$ cat config.mk
export PLATFORM = sky130hd
export DESIGN_NAME = sdcd_decoder
export DESIGN_NICKNAME = d
export VERILOG_FILES = /design/src/sdcd_pkg.sv /design/src/sdcd_buf_mem.sv /design/src/sdcd_decoder.sv
export SDC_FILE = /design/constraint.sdc
export NUM_CORES = 1
export LEC_CHECK = 0
export ABC_AREA = 1
export BUFFER_PORTS_ARGS = -buffer_cell sky130_fd_sc_hd__clkbuf_2
export CORE_MARGIN = 5
export CORE_UTILIZATION = 45
export CTS_CLUSTER_DIAMETER = 150
export DETAILED_ROUTE_END_ITERATION = 7
export SLEW_MARGIN = 20
export SYNTH_ARGS = -nofsm -noshare
export SYNTH_HDL_FRONTEND = slang
export SYNTH_SLANG_ARGS = --single-unit
$ cat constraint.sdc
create_clock -name i_core_clk -period 2.15 [get_ports i_core_clk]
set_input_delay 0.215 -clock i_core_clk [delete_from_list [all_inputs] [get_ports i_core_clk]]
set_output_delay 0.215 -clock i_core_clk [all_outputs]
set_load 0.02 [all_outputs]
$ cat src/sdcd_pkg.sv
// Shared constants of the serial display command decoder: byte codes,
// field positions, reset values and timing counts.
// Assumes a single 200 MHz core clock.
package sdcd_pkg;

  ////////////////////////////////////////////////////////////////////////
  // Timing
  localparam int CORE_CLK_MHZ = 200;
  localparam int IDLE_GAP_NS = 40000;
  // Longest time rounded down to whole cycles
  localparam int IDLE_GAP_CYC = (IDLE_GAP_NS * CORE_CLK_MHZ) / 1000;
  localparam int SCAN_REPS = 4;

  ////////////////////////////////////////////////////////////////////////
  // Byte layout
  localparam int BYTE_W = 8;
  localparam int CBIT_POS = 7;
  localparam int GLYPH_W = 6;
  localparam int DUTY_W = 5;
  localparam int POS_W = 4;
  localparam int CNT_W = 5;
  localparam logic [3:0] OP_PTR = 4'ha;
  localparam logic [3:0] OP_CNT = 4'hc;
  localparam logic [2:0] OP_DUTY = 3'h7;

  ////////////////////////////////////////////////////////////////////////
  // Punctuation glyph codes that merge into the previous position
  localparam logic [5:0] GLYPH_DOT = 6'h2e;
  localparam logic [5:0] GLYPH_COMMA = 6'h2c;

  ////////////////////////////////////////////////////////////////////////
  // Reset values and full-scale duty
  localparam logic [4:0] DUTY_RST = 5'h00;
  localparam logic [4:0] CNT_RST = 5'h10;
  localparam logic [3:0] PTR_RST = 4'hf;
  localparam logic [4:0] DUTY_MAX = 5'h1f;

  ////////////////////////////////////////////////////////////////////////
  // Software port map
  localparam int ADDR_W = 5;
  localparam logic [4:0] ADR_PTR = 5'h10;
  localparam logic [4:0] ADR_CNT = 5'h11;
  localparam logic [4:0] ADR_DUTY = 5'h12;
  localparam logic [4:0] ADR_CTRL = 5'h13;
  localparam int CTRL_EN_BIT = 0;
  localparam logic [7:0] CTRL_RST = 8'h01;

endpackage : sdcd_pkg

$ cat src/sdcd_buf_mem.sv
// Display buffer: one write port, two read ports with registered data.
// Assumes writes and reads on the same core clock.
`timescale 1ns/100ps
module sdcd_buf_mem
  import sdcd_pkg::*;
#(
  parameter int DW = 6,
  parameter int AW = 4
) (
  // Clock and reset
  input wire logic i_core_clk,
  input wire logic i_arst_n,
  // Write port
  input wire logic i_we,
  input wire logic [AW-1:0] i_waddr,
  input wire logic [DW-1:0] i_wdata,
  // Read ports
  input wire logic [AW-1:0] i_raddr_a,
  output logic [DW-1:0] o_rdata_a,
  input wire logic [AW-1:0] i_raddr_b,
  output logic [DW-1:0] o_rdata_b
);

  logic [DW-1:0] mem_r [0:(1<<AW)-1];
  logic [DW-1:0] qa_r;
  logic [DW-1:0] qb_r;

  // Array kept without reset so it maps onto plain storage
  always_ff @(posedge i_core_clk) begin
    if (i_we) begin
      mem_r[i_waddr] <= i_wdata;
    end
  end

  always_ff @(posedge i_core_clk or negedge i_arst_n) begin
    if (!i_arst_n) begin
      qa_r <= '0;
      qb_r <= '0;
    end else begin
      qa_r <= mem_r[i_raddr_a];
      qb_r <= mem_r[i_raddr_b];
    end
  end

  assign o_rdata_a = qa_r;
  assign o_rdata_b = qb_r;

endmodule : sdcd_buf_mem

$ cat src/sdcd_decoder.sv
// Serial command decoder for a 16-position display: byte receiver,
// control/character decoder, display buffer, scan and luminance gating.
// Assumes link pins are asynchronous and i_arst_n is the module reset pin.
//
// What this block does
// - Byte with top bit set is control, otherwise character.
// - Control upper nibble 1010 loads buffer pointer from lower nibble.
// - Pointer code AF means position 1, A0 position 2, AE position 16.
// - Control upper nibble 1100 loads digit counter from lower nibble, nibble 0 giving 16.
// - Control upper three bits 111 load five-bit luminance duty.
// - Digit on time scales linearly with duty; 31 is full brightness.
// - Duty zero switches all drivers off, blanking the display.
// - Character byte ignores bit 6; bits 5..0 are stored glyph code.
// - Pointer increments before each character is stored.
// - Dot and comma codes merge into previous position, no increment.
// - Reset gives duty 0, digit count 16, pointer at position 1.
// - Bytes arrive MSB first, sampled on falling serial clock edges.
`timescale 1ns/100ps
module sdcd_decoder
  import sdcd_pkg::*;
#(
  parameter int IDLE_CYC = IDLE_GAP_CYC,
  parameter int REPS = SCAN_REPS
) (
  // Clock and reset
  input wire logic i_core_clk,
  input wire logic i_arst_n,
  // Serial link
  input wire logic i_sclk,
  input wire logic i_sdata,
  // Software port
  input wire logic [ADDR_W-1:0] i_addr,
  input wire logic [7:0] i_wdata,
  input wire logic i_wr,
  input wire logic i_rd,
  output logic [7:0] o_rdata,
  // Display drive
  output logic [POS_W-1:0] o_scan_pos,
  output logic [GLYPH_W-1:0] o_scan_glyph,
  output logic o_scan_dot,
  output logic o_scan_comma,
  output logic o_lum_on,
  output logic o_blank,
  output logic [DUTY_W-1:0] o_duty,
  output logic [CNT_W-1:0] o_digit_cnt
);

  ////////////////////////////////////////////////////////////////////////
  // Helpers
  function automatic logic [POS_W-1:0] next_idx(input logic [POS_W-1:0] p);
    next_idx = p + 4'h1;
  endfunction : next_idx

  function automatic logic is_punct(input logic [GLYPH_W-1:0] g);
    is_punct = (g == GLYPH_DOT) || (g == GLYPH_COMMA);
  endfunction : is_punct

  ////////////////////////////////////////////////////////////////////////
  // Link synchronisers and byte receiver
  logic sclk_s1_r, sclk_s2_r, sclk_s3_r;
  logic data_s1_r, data_s2_r;
  logic [7:0] shift_r, shift_nxt;
  logic [2:0] bit_r, bit_nxt;
  logic [15:0] idle_r, idle_nxt;
  logic [7:0] byte_r, byte_nxt;
  logic byte_vld_r, byte_vld_nxt;
  logic fall;

  assign fall = sclk_s3_r & ~sclk_s2_r;

  always_comb begin
    shift_nxt = shift_r;
    bit_nxt = bit_r;
    idle_nxt = idle_r;
    byte_nxt = byte_r;
    byte_vld_nxt = 1'b0;
    if (fall) begin
      shift_nxt = {shift_r[6:0], data_s2_r};
      bit_nxt = bit_r + 3'h1;
      idle_nxt = '0;
      if (bit_r == 3'h7) begin
        byte_nxt = {shift_r[6:0], data_s2_r};
        byte_vld_nxt = 1'b1;
        bit_nxt = '0;
      end
    end else if (idle_r < 16'(IDLE_CYC)) begin
      idle_nxt = idle_r + 16'h1;
    end else begin
      // A long quiet line realigns a stray partial byte
      bit_nxt = '0;
    end
  end

  always_ff @(posedge i_core_clk or negedge i_arst_n) begin
    if (!i_arst_n) begin
      sclk_s1_r <= 1'b1;
      sclk_s2_r <= 1'b1;
      sclk_s3_r <= 1'b1;
      data_s1_r <= 1'b0;
      data_s2_r <= 1'b0;
      shift_r <= '0;
      bit_r <= '0;
      idle_r <= '0;
      byte_r <= '0;
      byte_vld_r <= 1'b0;
    end else begin
      sclk_s1_r <= i_sclk;
      sclk_s2_r <= sclk_s1_r;
      sclk_s3_r <= sclk_s2_r;
      data_s1_r <= i_sdata;
      data_s2_r <= data_s1_r;
      shift_r <= shift_nxt;
      bit_r <= bit_nxt;
      idle_r <= idle_nxt;
      byte_r <= byte_nxt;
      byte_vld_r <= byte_vld_nxt;
    end
  end

  ////////////////////////////////////////////////////////////////////////
  // Command decode and display state
  logic [POS_W-1:0] ptr_r, ptr_nxt;
  logic [CNT_W-1:0] cnt_r, cnt_nxt;
  logic [DUTY_W-1:0] duty_r, duty_nxt;
  logic [15:0] dot_r, dot_nxt;
  logic [15:0] comma_r, comma_nxt;
  logic [7:0] ctrl_r, ctrl_nxt;
  logic we;
  logic [POS_W-1:0] waddr;
  logic [GLYPH_W-1:0] glyph;
  logic take;

  assign take = byte_vld_r & ctrl_r[CTRL_EN_BIT];
  assign glyph = byte_r[GLYPH_W-1:0];

  always_comb begin
    ptr_nxt = ptr_r;
    cnt_nxt = cnt_r;
    duty_nxt = duty_r;
    dot_nxt = dot_r;
    comma_nxt = comma_r;
    we = 1'b0;
    waddr = next_idx(ptr_r);
    if (take && byte_r[CBIT_POS]) begin
      if (byte_r[7:4] == OP_PTR) begin
        // Nibble F leaves the next character at position 1
        ptr_nxt = byte_r[3:0];
      end else if (byte_r[7:4] == OP_CNT) begin
        cnt_nxt = (byte_r[3:0] == 4'h0) ? CNT_RST : {1'b0, byte_r[3:0]};
      end else if (byte_r[7:5] == OP_DUTY) begin
        duty_nxt = byte_r[DUTY_W-1:0];
      end
      // Other control patterns fall through untouched
    end else if (take) begin
      if (is_punct(glyph)) begin
        // Punctuation rides on the last written position
        dot_nxt[ptr_r] = dot_r[ptr_r] | (glyph == GLYPH_DOT);
        comma_nxt[ptr_r] = comma_r[ptr_r] | (glyph == GLYPH_COMMA);
      end else begin
        we = 1'b1;
        ptr_nxt = next_idx(ptr_r);
        dot_nxt[waddr] = 1'b0;
        comma_nxt[waddr] = 1'b0;
      end
    end
    if (i_wr && i_addr == ADR_CTRL) begin
      ctrl_nxt = i_wdata;
    end else begin
      ctrl_nxt = ctrl_r;
    end
  end

  always_ff @(posedge i_core_clk or negedge i_arst_n) begin
    if (!i_arst_n) begin
      ptr_r <= PTR_RST;
      cnt_r <= CNT_RST;
      duty_r <= DUTY_RST;
      dot_r <= '0;
      comma_r <= '0;
      ctrl_r <= CTRL_RST;
    end else begin
      ptr_r <= ptr_nxt;
      cnt_r <= cnt_nxt;
      duty_r <= duty_nxt;
      dot_r <= dot_nxt;
      comma_r <= comma_nxt;
      ctrl_r <= ctrl_nxt;
    end
  end

  ////////////////////////////////////////////////////////////////////////
  // Display buffer
  logic [POS_W-1:0] pos_r, pos_nxt;
  logic [GLYPH_W-1:0] scan_q;
  logic [GLYPH_W-1:0] bus_q;

  sdcd_buf_mem #(
    .DW(GLYPH_W),
    .AW(POS_W)
  ) u_buf (
    .i_core_clk(i_core_clk),
    .i_arst_n(i_arst_n),
    .i_we(we),
    .i_waddr(waddr),
    .i_wdata(glyph),
    .i_raddr_a(pos_r),
    .o_rdata_a(scan_q),
    .i_raddr_b(i_addr[POS_W-1:0]),
    .o_rdata_b(bus_q)
  );

  ////////////////////////////////////////////////////////////////////////
  // Scan and luminance gating
  // Phase runs 0..30 so on time is duty/31 of each digit slot
  logic [DUTY_W-1:0] phase_r, phase_nxt;
  logic [7:0] rep_r, rep_nxt;
  logic [POS_W-1:0] spos_r, spos_nxt;
  logic sdot_r, sdot_nxt;
  logic scomma_r, scomma_nxt;
  logic lum_r, lum_nxt;

  always_comb begin
    phase_nxt = phase_r + 5'h1;
    rep_nxt = rep_r;
    pos_nxt = pos_r;
    if (phase_r == DUTY_MAX - 5'h1) begin
      phase_nxt = '0;
      rep_nxt = rep_r + 8'h1;
      if (rep_r == 8'(REPS - 1)) begin
        rep_nxt = '0;
        // Only the positions in the digit count are scanned
        if ({1'b0, pos_r} + 5'h1 >= cnt_r) begin
          pos_nxt = '0;
        end else begin
          pos_nxt = next_idx(pos_r);
        end
      end
    end
    if ({1'b0, pos_r} >= cnt_r) begin
      pos_nxt = '0;
    end
    spos_nxt = pos_r;
    sdot_nxt = dot_r[pos_r];
    scomma_nxt = comma_r[pos_r];
    // Gate from next values so the drive drops in the same cycle duty reaches zero
    lum_nxt = (duty_nxt != DUTY_RST) && (phase_nxt < duty_nxt);
  end

  always_ff @(posedge i_core_clk or negedge i_arst_n) begin
    if (!i_arst_n) begin
      phase_r <= '0;
      rep_r <= '0;
      pos_r <= '0;
      spos_r <= '0;
      sdot_r <= 1'b0;
      scomma_r <= 1'b0;
      lum_r <= 1'b0;
    end else begin
      phase_r <= phase_nxt;
      rep_r <= rep_nxt;
      pos_r <= pos_nxt;
      spos_r <= spos_nxt;
      sdot_r <= sdot_nxt;
      scomma_r <= scomma_nxt;
      lum_r <= lum_nxt;
    end
  end

  assign o_scan_pos = spos_r;
  assign o_scan_glyph = scan_q;
  assign o_scan_dot = sdot_r;
  assign o_scan_comma = scomma_r;
  assign o_lum_on = lum_r;
  assign o_blank = (duty_r == DUTY_RST);
  assign o_duty = duty_r;
  assign o_digit_cnt = cnt_r;

  ////////////////////////////////////////////////////////////////////////
  // Software read path
  // Buffer glyph bits come from the memory register, their dot/comma flags and the rest from stat_r
  logic [7:0] stat_r, stat_nxt;
  logic sel_mem_r, sel_mem_nxt;

  always_comb begin
    stat_nxt = '0;
    sel_mem_nxt = 1'b0;
    if (i_rd) begin
      if (i_addr[ADDR_W-1] == 1'b0) begin
        sel_mem_nxt = 1'b1;
        stat_nxt = {comma_r[i_addr[POS_W-1:0]], dot_r[i_addr[POS_W-1:0]], 6'h00};
      end else begin
        case (i_addr)
          ADR_PTR: stat_nxt = {4'h0, ptr_r};
          ADR_CNT: stat_nxt = {3'h0, cnt_r};
          ADR_DUTY: stat_nxt = {3'h0, duty_r};
          ADR_CTRL: stat_nxt = ctrl_r;
          default: stat_nxt = '0;
        endcase
      end
    end
  end

  always_ff @(posedge i_core_clk or negedge i_arst_n) begin
    if (!i_arst_n) begin
      stat_r <= '0;
      sel_mem_r <= 1'b0;
    end else begin
      stat_r <= stat_nxt;
      sel_mem_r <= sel_mem_nxt;
    end
  end

  assign o_rdata = sel_mem_r ? (stat_r | {2'h0, bus_q}) : stat_r;

endmodule : sdcd_decoder

==> impl_metrics.sql <==
INSERT INTO impl_metrics (metric_group, metric, value, unit) VALUES
('pwr', 'cellPowerDensity', '768.1', 'mW/mm^2'),
('placed_design', 'hpwl_after_detailed_placement', '24480', 'um'),
('clock_tree', 'clkSinkCount', '235', ''),
('route', 'num_vias', '10550', ''),
('timing', 'fin_skew', '0.01661', 'ns'),
('synthesis', 'ys_seq_elements', '235', ''),
('pwr', 'switching_share', '25.04', '%'),
('synthesis', 'synth.yosys.seq_area_share', '51.95', '%'),
('synthesis', 'postSynth.topFlopCell', 'sky130_fd_sc_hd__dfrtp_1', ''),
('timing', 'final.period_utilization', '97.14', '%'),
('floorplan', 'placement_rows', '60', ''),
('pwr', 'power.ir.vdd_worst', '0.0005558', 'V'),
('global_routing', 'overflow', '0', ''),
('floorplan', 'chipWidth', '175.1', 'um'),
('floorplan', 'floorplan_die_height', '175.1', 'um'),
('worst_setup_path', 'path_class', 'flop to flop', ''),
('timing', 'timing_hold_violations_final', '0', ''),
('global_routing', 'vias_in_the_first_global_route', '10180', ''),
('global_routing', 'grt_max_degree', '76', ''),
('cells_and_area', 'mostFrequentLayoutCells', 'sky130_fd_sc_hd__nand2_1 (444), sky130_fd_sc_hd__nor2_1 (149), sky130_fd_sc_hd__inv_1 (136)', ''),
('synthesis', 'synthesis_warning_total', '0', ''),
('timing', 'report.final.setup_viol', '0', ''),
('synthesis', 'synthDistinctLibCells', '41', ''),
('worst_hold_path', 'min_path_type', 'input pin to flop', ''),
('run', 'drv_cap', '0', ''),
('clock_tree', 'numCtsBuffers', '26', ''),
('route', 'route.detailed.drc', '0', ''),
('timing', 'slew-limit-headroom', '61.29', '%'),
('placed_design', 'gp_congestion', '0.9102', ''),
('global_routing', 'grt_util_all_layers', '22.81', '%'),
('cells_and_area', 'multi_input_comb_area', '0.005070', 'mm^2'),
('route', 'totalWireLength', '35160', 'um'),
('placed_design', 'detailed_place.area', '0.01324', 'mm^2'),
('timing', 'rsz0062_at_grt', 'true', ''),
('synthesis', 'postSynthNetCount', '1523', ''),
('route', 'antenna_left', '0', ''),
('pwr', 'seq_power_share', '46.9', '%'),
('pwr', 'power_frac_clock', '42.7', '%'),
('floorplan', 'core_area', '0.02688', 'mm^2'),
('clock_tree', 'clk_path_buf_depth', '3', ''),
('status', 'outcome', 'finished clean', ''),
('synthesis', 'synthesis.area', '0.01227', 'mm^2'),
('cells_and_area', 'commonest_non_fill_non_tap_cell_in_the_layout', 'sky130_fd_sc_hd__nand2_1', ''),
('placed_design', 'io_buffers', '50', ''),
('route', 'drt_pre_antenna_iters', '5', ''),
('route', 'routed_wire_length_per_instance', '18.14', 'um'),
('cells_and_area', 'finish.net_count', '1622', ''),
('timing', 'hold_slack', '0.07843', 'ns'),
('cells_and_area', 'insertedDiodeCount', '0', ''),
('floorplan', 'floorplan.die_area', '0.03066', 'mm^2'),
('timing', 'measured_slew_at_the_worst_slew_check_pin', '0.5806', 'ns'),
('worst_setup_path', 'timing.critical_path.required', '2.40', 'ns'),
('cells_and_area', 'area_delta_synth_final', '16.56', '%'),
('clock_tree', 'htree_levels', '1', ''),
('clock_tree', 'root_buf_cell', 'sky130_fd_sc_hd__clkbuf_16', ''),
('timing', 'finalWorstPathRequiredPeriod', '2.089', 'ns'),
('clock_tree', 'postCtsSetupRepairBufs', '0', ''),
('cells_and_area', 'seqCellArea', '0.006374', 'mm^2'),
('timing', 'fin_tns_setup', '0', 'ns'),
('worst_setup_path', 'worst-path-max-fanout', '6', ''),
('cells_and_area', 'fin_area', '0.01430', 'mm^2'),
('pwr', 'netSwitchingPower', '2.750', 'mW'),
('clock_tree', 'clkLatencyLatePin', '0.55', 'ns'),
('synthesis', 'synthCells', '1478', ''),
('clock_tree', 'clkTransAtPathRegs', '0.06', 'ns'),
('global_routing', 'wire_length_of_the_first_global_routing_pass', '55710', 'um'),
('pwr', 'cell_internal_pwr', '8.231', 'mW'),
('synthesis', 'synth-edff-count', '96', ''),
('pwr', 'power_frac_comb', '10.4', '%'),
('global_routing', 'grt_antenna_before_repair', '0', ''),
('clock_tree', 'tritoncts', 'done', '');
-- per-stage QoR --
step,total power [mW],setup WS [ns],std cells
after CTS,11.06,0.07911,1938
after detailed placement,6.347,0.09555,1877
after floorplan,5.812,0.08499,1478
after global routing,11.41,-0.05006,1938
after global placement,6.332,0.1277,1877
final,10.98,0.06150,1938
-- cell usage after synthesis (25+ instances only) --
master / n / share of area, %
sky130_fd_sc_hd__a21oi_1: 30 / 1.2
sky130_fd_sc_hd__o211ai_1: 34 / 2.1
sky130_fd_sc_hd__a22oi_1: 25 / 1.5
sky130_fd_sc_hd__inv_1: 137 / 4.2
sky130_fd_sc_hd__dfrtp_1: 130 / 27
sky130_fd_sc_hd__ha_1: 26 / 2.7
sky130_fd_sc_hd__edfxtp_1: 96 / 24
sky130_fd_sc_hd__nor2_1: 149 / 4.6
sky130_fd_sc_hd__o21ai_0: 102 / 4.2
sky130_fd_sc_hd__buf_2: 26 / 1.1
sky130_fd_sc_hd__nand3_1: 118 / 4.8
sky130_fd_sc_hd__nand2_1: 446 / 14
-- registers in the layout, indices dropped and copies added, names as in the netlist, 5 cells and up --
| name | flops |
|---|---|
| u_buf.mem_r | 96 |
| comma_r | 16 |
| dot_r | 16 |
| idle_r | 16 |
| byte_r | 8 |
| ctrl_r | 8 |
| rep_r | 8 |
| stat_r | 8 |
| shift_r | 7 |
| u_buf.o_rdata_a | 6 |
| u_buf.o_rdata_b | 6 |
| o_digit_cnt | 5 |
| o_duty | 5 |
| phase_r | 5 |
-- area by class of cell --
cell class / count / area share [%]
sequential: 235 / 44.58
multi-input combinational: 1039 / 35.46
timing repair buffer: 131 / 6.800
clock buffer: 35 / 5.137
inverter: 144 / 3.781
tap: 341 / 2.984
clock inverter: 13 / 1.252
-- worst paths after layout --
kind                       slack (ns)                 end  cells past startpoint  startpoint
setup / recovery                 0.06   u_buf.mem_r[2][0]                      8    ptr_r[0]
max in group asynchronous        1.18           sclk_s2_r                      3    i_arst_n
setup reg to reg                 0.06   u_buf.mem_r[2][0]                      8    ptr_r[0]
min in group asynchronous        0.21  u_buf.o_rdata_a[5]                      2    i_arst_n
hold reg to reg                  0.35           data_s2_r                      0   data_s1_r
hold / removal                   0.08           ctrl_r[5]                      3        i_wr
-- power by group through the flow --
stage / Sequential, mW / Combinational, mW / Clock, mW
finish: 5.15 / 1.14 / 4.69
floorplan: 5.28 / 0.535 / 0
CTS: 5.15 / 1.14 / 4.78
global route: 5.17 / 1.26 / 4.98
detailed placement: 5.23 / 1.12 / 0
global placement: 5.23 / 1.10 / 0
-- repair_timing --
item,CTS,global route
gates resized for setup,0,6
hold endpoints to repair,56,0
hold buffers,13,0
setup endpoints to repair,0,34
-- cells by family after synthesis --
| family | count (synthesis) | synth area share, % |
|---|---|---|
| flip-flops | 235 | 51.95 |
| adder cells (fa/ha/maj) | 26 | 2.652 |
| XOR/XNOR | 10 | 0.7140 |
| buffers and inverters | 204 | 6.845 |
| multiplexers | 8 | 0.7345 |
| AND/OR/NAND/NOR | 776 | 26.45 |
| AO/OA/AOI/OAI | 219 | 10.65 |
-- routing by layer --
metal | routed length, um | share of wire [%] | track usage [%] | up-vias
met3 | 2007 | 5.7 | 2.423 | 87
met5 | 0 | 0 | 0 | -
met2 | 16800 | 48 | 38.21 | 355
met1 | 14880 | 42 | 30.41 | 5006
met4 | 1482 | 4.2 | 9.460 | 0
li1 | - | - | - | 5101
-- worst max-delay path, stage by stage (launching register included) --
cell and delay (ns):
sky130_fd_sc_hd__dfstp_2 0.57, sky130_fd_sc_hd__ha_2 0.22, sky130_fd_sc_hd__nand2_1 0.13, sky130_fd_sc_hd__inv_1 0.13, sky130_fd_sc_hd__nor2_4 0.06, sky130_fd_sc_hd__inv_1 0.09
sky130_fd_sc_hd__nand2_1 0.09, sky130_fd_sc_hd__nor3_1 0.27, sky130_fd_sc_hd__buf_4 0.24
Power figures use the tool's default switching activity.
